==> src/rtl/drc_pkg.sv <==
// constants for the dac reset and reference control block
package drc_pkg;
    localparam int          FRAME_BITS    = 24;
    localparam int          CMD_MSB       = 21;
    localparam int          CMD_LSB       = 19;
    localparam int          RSV_BIT       = 23;
    localparam int          ADDR_MSB      = 18;
    localparam int          ADDR_LSB      = 16;
    localparam int          PD_MSB        = 5;
    localparam int          PD_LSB        = 4;
    localparam int          MODE_BIT      = 0;
    localparam logic [2:0]  CMD_WRITE_IN  = 3'h0;
    localparam logic [2:0]  CMD_UPDATE    = 3'h1;
    localparam logic [2:0]  CMD_WRITE_UPD = 3'h3;
    localparam logic [2:0]  CMD_POWERDOWN = 3'h4;
    localparam logic [2:0]  CMD_RESET     = 3'h5;
    localparam logic [2:0]  CMD_LOAD_CTRL = 3'h6;
    localparam logic [2:0]  CMD_REF_SETUP = 3'h7;
    localparam logic [3:0]  LOAD_CTRL_RST = 4'h0;
    localparam logic [7:0]  PD_RST        = 8'h00;
    localparam logic        REF_RST       = 1'b0;
    localparam int          POR_CYCLES    = 16;
endpackage

==> src/rtl/drc_channel.sv <==
// one dac channel: input register, dac register and change tracking
`timescale 1ns/10ps
module drc_channel #(
    parameter int WIDTH = 16
) (
    input  wire logic             mclk,
    input  wire logic             rst_n,
    input  wire logic             por_clear,
    input  wire logic             soft_clear,
    input  wire logic [WIDTH-1:0] por_level,
    input  wire logic             write_in,
    input  wire logic [WIDTH-1:0] write_data,
    input  wire logic             load_now,
    output logic      [WIDTH-1:0] dac_value
);
    logic [WIDTH-1:0] input_reg;
    logic             pending;
    logic [WIDTH-1:0] next_input_reg;
    logic             next_pending;
    logic [WIDTH-1:0] next_dac_value;

    always_comb begin
        next_input_reg = input_reg;
        next_pending   = pending;
        next_dac_value = dac_value;
        if (por_clear) begin
            next_input_reg = por_level;
            next_dac_value = por_level;
            next_pending   = 1'b0;
        end else if (soft_clear) begin
            next_input_reg = '0;
            next_dac_value = '0;
            next_pending   = 1'b0;
        end else begin
            if (write_in) begin
                next_input_reg = write_data;
                next_pending   = 1'b1;
            end
            // only a changed input register reaches the dac register
            if (load_now && (pending || write_in)) begin
                next_dac_value = write_in ? write_data : input_reg;
                next_pending   = 1'b0;
            end
        end
    end

    always_ff @(posedge mclk or negedge rst_n) begin
        if (!rst_n) begin
            input_reg <= '0;
            pending   <= 1'b0;
            dac_value <= '0;
        end else begin
            input_reg <= next_input_reg;
            pending   <= next_pending;
            dac_value <= next_dac_value;
        end
    end
endmodule

==> src/rtl/drc_top.sv <==
// reset, reference and command control for a quad dac
`timescale 1ns/10ps
module drc_top
    import drc_pkg::*;
#(
    parameter int  WIDTH      = 16,
    parameter bit  HAS_POR_PIN = 1'b1
) (
    input  wire logic                          mclk,
    input  wire logic                          nrst,
    input  wire logic                          por_level_sel,
    input  wire logic                          frame_valid,
    input  wire logic [drc_pkg::FRAME_BITS-1:0] frame_data,
    input  wire logic                          load_dac_strobe_n,
    input  wire logic                          clear_strobe_n,
    output logic      [WIDTH-1:0]              dac_a,
    output logic      [WIDTH-1:0]              dac_b,
    output logic      [WIDTH-1:0]              dac_c,
    output logic      [WIDTH-1:0]              dac_d,
    output logic      [7:0]                    powerdown_modes,
    output logic      [3:0]                    load_ctrl,
    output logic                               ref_enable,
    output logic                               por_busy
);
    import drc_pkg::*;

    logic        rst_meta;
    logic        rst_n;
    logic [4:0]  por_count;
    logic [4:0]  next_por_count;
    logic        next_por_busy;
    logic        por_start;
    logic        next_por_start;
    logic        por_mid;
    logic        next_por_mid;
    logic [7:0]  next_pd;
    logic [3:0]  next_load_ctrl;
    logic        next_ref;
    logic        soft_clear;
    logic        full_clear;
    logic [2:0]  cmd;
    logic [2:0]  addr;
    logic [WIDTH-1:0] wdata;
    logic [WIDTH-1:0] por_level;
    logic [3:0]  sel;
    logic [3:0]  write_in;
    logic [3:0]  load_now;
    logic        strobe_low;
    logic [WIDTH-1:0] dac_out [4];
    logic        frame_ok;
    logic        do_write;
    logic        do_update;
    logic        do_powerdown;
    logic        do_load_ctrl;
    logic        do_ref;

    // reset release through two flip-flops
    always_ff @(posedge mclk or negedge nrst) begin
        if (!nrst) begin
            rst_meta <= 1'b0;
            rst_n    <= 1'b0;
        end else begin
            rst_meta <= 1'b1;
            rst_n    <= rst_meta;
        end
    end

    assign cmd   = frame_data[CMD_MSB:CMD_LSB];
    assign addr  = frame_data[ADDR_MSB:ADDR_LSB];
    assign wdata = frame_data[WIDTH-1:0];

    // a frame takes effect only once power-on is over; frame_valid
    // pulses only after all 24 bits are in and acked
    always_comb begin
        frame_ok     = frame_valid && !por_busy;
        full_clear   = 1'b0;
        soft_clear   = 1'b0;
        do_write     = 1'b0;
        do_update    = 1'b0;
        do_powerdown = 1'b0;
        do_load_ctrl = 1'b0;
        do_ref       = 1'b0;
        if (frame_ok) begin
            case (cmd)
                CMD_WRITE_IN: begin
                    do_write = 1'b1;
                end
                CMD_UPDATE: begin
                    do_update = 1'b1;
                end
                CMD_WRITE_UPD: begin
                    do_write  = 1'b1;
                    do_update = 1'b1;
                end
                CMD_POWERDOWN: begin
                    do_powerdown = 1'b1;
                end
                CMD_RESET: begin
                    // only the scope bit counts; the rest is don't-care
                    full_clear = frame_data[MODE_BIT];
                    soft_clear = !frame_data[MODE_BIT];
                end
                CMD_LOAD_CTRL: begin
                    do_load_ctrl = 1'b1;
                end
                CMD_REF_SETUP: begin
                    do_ref = 1'b1;
                end
                default: begin
                    do_write = 1'b0;
                end
            endcase
        end
    end

    // power-on sequence: level sampled once as each sequence starts, not under reset
    always_comb begin
        next_por_count = por_count;
        next_por_busy  = por_busy;
        next_por_start = 1'b0;
        next_por_mid   = por_mid;
        if (por_busy) begin
            if (por_count == 5'h0) begin
                next_por_mid   = HAS_POR_PIN ? por_level_sel : 1'b0;
                next_por_start = 1'b1;
            end
            if (por_count == 5'(POR_CYCLES - 1)) begin
                next_por_busy = 1'b0;
            end else begin
                next_por_count = por_count + 5'h1;
            end
        end else if (full_clear) begin
            next_por_busy  = 1'b1;
            next_por_count = 5'h0;
        end
    end

    always_ff @(posedge mclk or negedge rst_n) begin
        if (!rst_n) begin
            por_count <= 5'h0;
            por_busy  <= 1'b1;
            por_start <= 1'b0;
            por_mid   <= 1'b0;
        end else begin
            por_count <= next_por_count;
            por_busy  <= next_por_busy;
            por_start <= next_por_start;
            por_mid   <= next_por_mid;
        end
    end

    // zero scale or midscale
    assign por_level = por_mid ? {1'b1, {(WIDTH-1){1'b0}}} : '0;

    // configuration registers
    always_comb begin
        next_pd        = powerdown_modes;
        next_load_ctrl = load_ctrl;
        next_ref       = ref_enable;
        if (por_start) begin
            next_pd        = PD_RST;
            next_load_ctrl = LOAD_CTRL_RST;
            next_ref       = REF_RST;
        end else if (do_powerdown) begin
            for (int ch = 0; ch < 4; ch++) begin
                if (frame_data[ch]) begin
                    next_pd[2*ch +: 2] = frame_data[PD_MSB:PD_LSB];
                end
            end
        end else if (do_load_ctrl) begin
            next_load_ctrl = frame_data[3:0];
        end else if (do_ref) begin
            next_ref = frame_data[MODE_BIT];
        end
    end

    always_ff @(posedge mclk or negedge rst_n) begin
        if (!rst_n) begin
            powerdown_modes <= PD_RST;
            load_ctrl       <= LOAD_CTRL_RST;
            ref_enable      <= REF_RST;
        end else begin
            powerdown_modes <= next_pd;
            load_ctrl       <= next_load_ctrl;
            ref_enable      <= next_ref;
        end
    end

    // strobes are masked during power-on; clear drives outputs to zero
    assign strobe_low = !load_dac_strobe_n && !por_busy;

    // address 7 reaches all four channels, 4 to 6 reach none
    always_comb begin
        sel = 4'h0;
        if (addr == 3'h7) begin
            sel = 4'hf;
        end else if (addr < 3'h4) begin
            sel = 4'(4'h1 << addr[1:0]);
        end
    end

    genvar g;
    generate
        for (g = 0; g < 4; g++) begin : gen_ch
            assign write_in[g] = do_write && sel[g];
            assign load_now[g] = !por_busy && (strobe_low || load_ctrl[g]
                                 || (do_update && sel[g]));
            drc_channel #(.WIDTH(WIDTH)) u_ch (
                .mclk       (mclk),
                .rst_n      (rst_n),
                .por_clear  (por_start),
                .soft_clear (soft_clear
                             || (!clear_strobe_n && !por_busy)),
                .por_level  (por_level),
                .write_in   (write_in[g]),
                .write_data (wdata),
                .load_now   (load_now[g]),
                .dac_value  (dac_out[g])
            );
        end
    endgenerate

    assign dac_a = dac_out[0];
    assign dac_b = dac_out[1];
    assign dac_c = dac_out[2];
    assign dac_d = dac_out[3];
endmodule

==> config.mk <==
export PLATFORM = sky130hd
export DESIGN_NAME = drc_top
export DESIGN_NICKNAME = d
export VERILOG_FILES = /design/src/rtl/drc_pkg.sv /design/src/rtl/drc_channel.sv /design/src/rtl/drc_top.sv
export SDC_FILE = /design/constraint.sdc
export NUM_CORES = 1
export LEC_CHECK = 0
export ABC_AREA = 1
export BUFFER_PORTS_ARGS = -buffer_cell sky130_fd_sc_hd__buf_2
export CORE_MARGIN = 2
export CORE_UTILIZATION = 50
export CTS_CLUSTER_DIAMETER = 200
export DETAILED_ROUTE_END_ITERATION = 10
export PLACE_DENSITY = 0.79
export SLEW_MARGIN = 10
export SYNTH_ARGS = -nofsm -noshare
export SYNTH_HDL_FRONTEND = slang
export SYNTH_SLANG_ARGS = --single-unit
==> constraint.sdc <==
create_clock -name mclk -period 6.55 [get_ports mclk]
set_input_delay 0.3275 -clock mclk [delete_from_list [all_inputs] [get_ports mclk]]
set_output_delay 0.3275 -clock mclk [all_outputs]
set_load 0.03 [all_outputs]
==> results.py <==
metrics = {
    "synth": {
        "synth.avg_cell_area_sq_um": 8.75,
        "synth_cell_type_count": 32,
        "synthTopCellsByArea": "dfrtp_1 58%, nand2_1 11%, nor2_1 7.2%",
        "syn-num-nets": 794,
        "ys_seq_area_share_pct": 58.2,
        "synth_most_common_cell": "nand2_1",
        "ys_seq_elements": 155,
        "synth_top_area_share_pct": 57.9,
        "async_flop_share_pct": 100,
        "synth_top_area_cell": "dfrtp_1",
        "synth_top_flop_cell": "dfrtp_1",
        "syn_inst": 761,
        "synth_edf_count": 0,
        "synthesis.area_sq_um": 6660,
        "synth_common_cells": "202 x nand2_1, 154 x dfrtp_1, 127 x nor2_1",
        "synth_warnings": 0,
    },
    "run_status": {
        "status": "finished, final reports clean",
    },
    "floorplanning": {
        "die_h_microns": 119,
        "rows": 42,
        "core_sq_um": 13100,
        "dieArea_sq_um": 14300,
        "io_pins": 108,
        "initial_core_util_pct": 50.7,
        "die_w_microns": 119,
    },
    "global_route": {
        "grt_max_degree": 105,
        "track_usage_pct": 23.0,
        "grt_pass1_vias": 5210,
        "grt_pass1_wl_mm": 25.6,
        "antenna_found_initial": 0,
        "grt.overflow.total": 0,
    },
    "worst_setup_path": {
        "worstPathRequired_ns": 6.91,
        "crit_path_start_kind": "flip-flop",
        "rr_worst_depth": 7,
        "cp_max_fo": 104,
        "cp.arrival_ns": 3.39,
        "timing_worst_setup_path_type": "flip-flop to flip-flop",
        "cp-end-kind": "flip-flop",
        "crit_start": "por_busy",
        "reg2reg_from": "por_busy",
    },
    "layout": {
        "area_delta_synth_final_pct": 17.8,
        "final_area_sq_um": 7850,
        "antenna_cells": 0,
        "drive_above_1_share_pct": 20.5,
        "nFillCells": 1166,
        "multiInputGateArea_sq_um": 2430,
        "nets": 889,
        "regArea_sq_um": 3880,
        "layout.cells.non_filler": 1043,
    },
    "clocking": {
        "cts_root_buf": "clkbuf_16",
        "cts_buffers": 17,
        "path_clk_slew_ns": 0.06,
        "clk_path_buf_depth": 2,
        "cts-htree-levels": 4,
        "clock_latency_ns": 0.42,
        "cts_tree": "yes",
        "cts_sinks": 155,
        "post_cts_resized": 0,
    },
    "drt": {
        "ant_nets": 0,
        "wirelength_mm": 15.6,
        "wl_per_cell_microns": 15.0,
        "dr_total_vias": 5314,
        "drc": 0,
        "vias_per_cell": 5.09,
        "dr.pass1.iters": 5,
        "drt-initial-drc-count": 428,
    },
    "placed_design": {
        "port_buffers": 105,
        "place_area_sq_um": 7240,
        "gp_congestion": 0.900,
        "dp_cells": 1012,
        "hpwl_mm": 10.2,
    },
    "sta": {
        "max_slew_margin_pct": 35.0,
        "rsz0062_at_grt": "false",
        "final_max_slew_viol_count": 0,
        "min_period_over_period_pct": 46.2,
        "fmax_ghz": 0.330,
        "setup_viol_count_final": 0,
        "hold_viol_final": 0,
        "fin_skew_ns": 0.00828,
        "worst_pin_slew_ns": 0.975,
        "setup_tns_ns": 0,
        "layout_min_cycle_time_ns": 3.03,
    },
    "power": {
        "clock_power_share_pct": 37.5,
        "p_int_mw": 1.81,
        "p_comb_share_pct": 20.3,
        "p_leak_nw": 4.42,
        "p_sw_mw": 0.843,
        "peakVddDrop_mv": 0.192,
        "power_density_nw_per_um2": 338,
        "sw_frac_of_total_pct": 31.8,
        "seqPwrFrac_pct": 42.2,
    },
    "worst_hold_path": {
        "hold_path_depth": 2,
        "holdCritPathClass": "input port to flip-flop",
        "min-delay-start": "por_level_sel",
    },
    "flow_run": {
        "max-cap-violations": 0,
    },
}
[power groups by stage]
stage / sequential (mW) / clock (mW) / combinational, mW
finish: 1.12 / 0.996 / 0.539
global route: 1.13 / 1.04 / 0.596
CTS: 1.12 / 1.01 / 0.541
detailed placement: 1.13 / 0 / 0.538
global placement: 1.13 / 0 / 0.527
floorplan: 1.22 / 0 / 0.317
[critical path: stages (launching register included)]
cell and delay [ns]:
dfstp_2 0.62, o21ai_0 0.15, a21oi_4 0.69, buf_4 0.86, o21ai_0 0.21, nor2_1 0.26, nand2_1 0.09, nand2_1 0.07
[path summary, 6_finish.rpt]
check | to | slack [ns]
worst min register to register | rst_n | 0.35
worst max register to register | gen_ch[3].u_ch.dac_value[12] | 3.52
max in group asynchronous | gen_ch[1].u_ch.input_reg[10] | 4.53
worst max-delay path | gen_ch[3].u_ch.dac_value[12] | 3.52
min in group asynchronous | rst_n | 0.22
worst min-delay path | por_mid | 0.15
[layout by cell type (no fill, tap or decap), drive strengths merged]
cell | Yosys | final
o22ai | 1 | 1
nand4 | 1 | 1
nand2 | 209 | 209
o21ai | 61 | 61
or2 | 1 | 1
clkinvlp | 0 | 4
buf | 25 | 107
conb | 1 | 1
clkinv | 3 | 5
inv | 40 | 41
dlygate4sd3 | 0 | 1
ha | 3 | 3
dfrtp | 154 | 154
mux2 | 1 | 1
mux2i | 1 | 1
dfstp | 1 | 1
nor3 | 2 | 2
clkbuf | 7 | 20
nand3b | 11 | 11
bufinv | 0 | 3
nand3 | 90 | 90
nor2 | 143 | 143
a21oi | 6 | 6
[layer usage]
layer | up-vias | track usage, % | wire, microns
li1 | 2611 | - | -
met1 | 2526 | 30.7 | 6980
met2 | 146 | 36.7 | 7510
met3 | 31 | 4.69 | 766
met4 | 0 | 9.93 | 395
met5 | - | 0 | 0
[timing repair]
action / 4_1_cts / 5_1_grt
endpoints found under the hold margin: 2 / 0
hold buffers: 1 / 0
setup buffers: 0 / 0
[through the flow]
step / worst slack, ns / total power [mW] / hold WS, ns / util (%)
floorplan: 1.91 / 1.53 / 0.0319 / -
global placement: 3.62 / 1.66 / 0.114 / 55.1
detailed placement: 3.55 / 1.67 / 0.116 / 55.1
CTS: 3.55 / 2.67 / 0.145 / 59.7
global route: 3.25 / 2.77 / 0.162 / 59.7
finish: 3.52 / 2.65 / 0.153 / 59.7
[kinds of logic after synthesis]
kind of cell / count (synthesis) / synth area share (%)
flops: 155 / 58.2
mux: 2 / 0.319
buf+inv: 75 / 5.39
simple gates: 457 / 30.2
compound gates: 68 / 5.18
other cells: 1 / 0.0563
fa+ha+maj: 3 / 0.564
[cell type report]
| type | count | area share [%] |
|---|---|---|
| Tap cell | 176 | 2.81 |
| Timing Repair Buffer | 108 | 7.01 |
| Sequential cell | 155 | 49.5 |
| Clock buffer | 20 | 5.82 |
| Inverter | 43 | 2.10 |
| Clock inverter | 10 | 1.82 |
| Multi-Input combinational cell | 531 | 31.0 |
No activity file was read; power rests on OpenSTA's default activity.
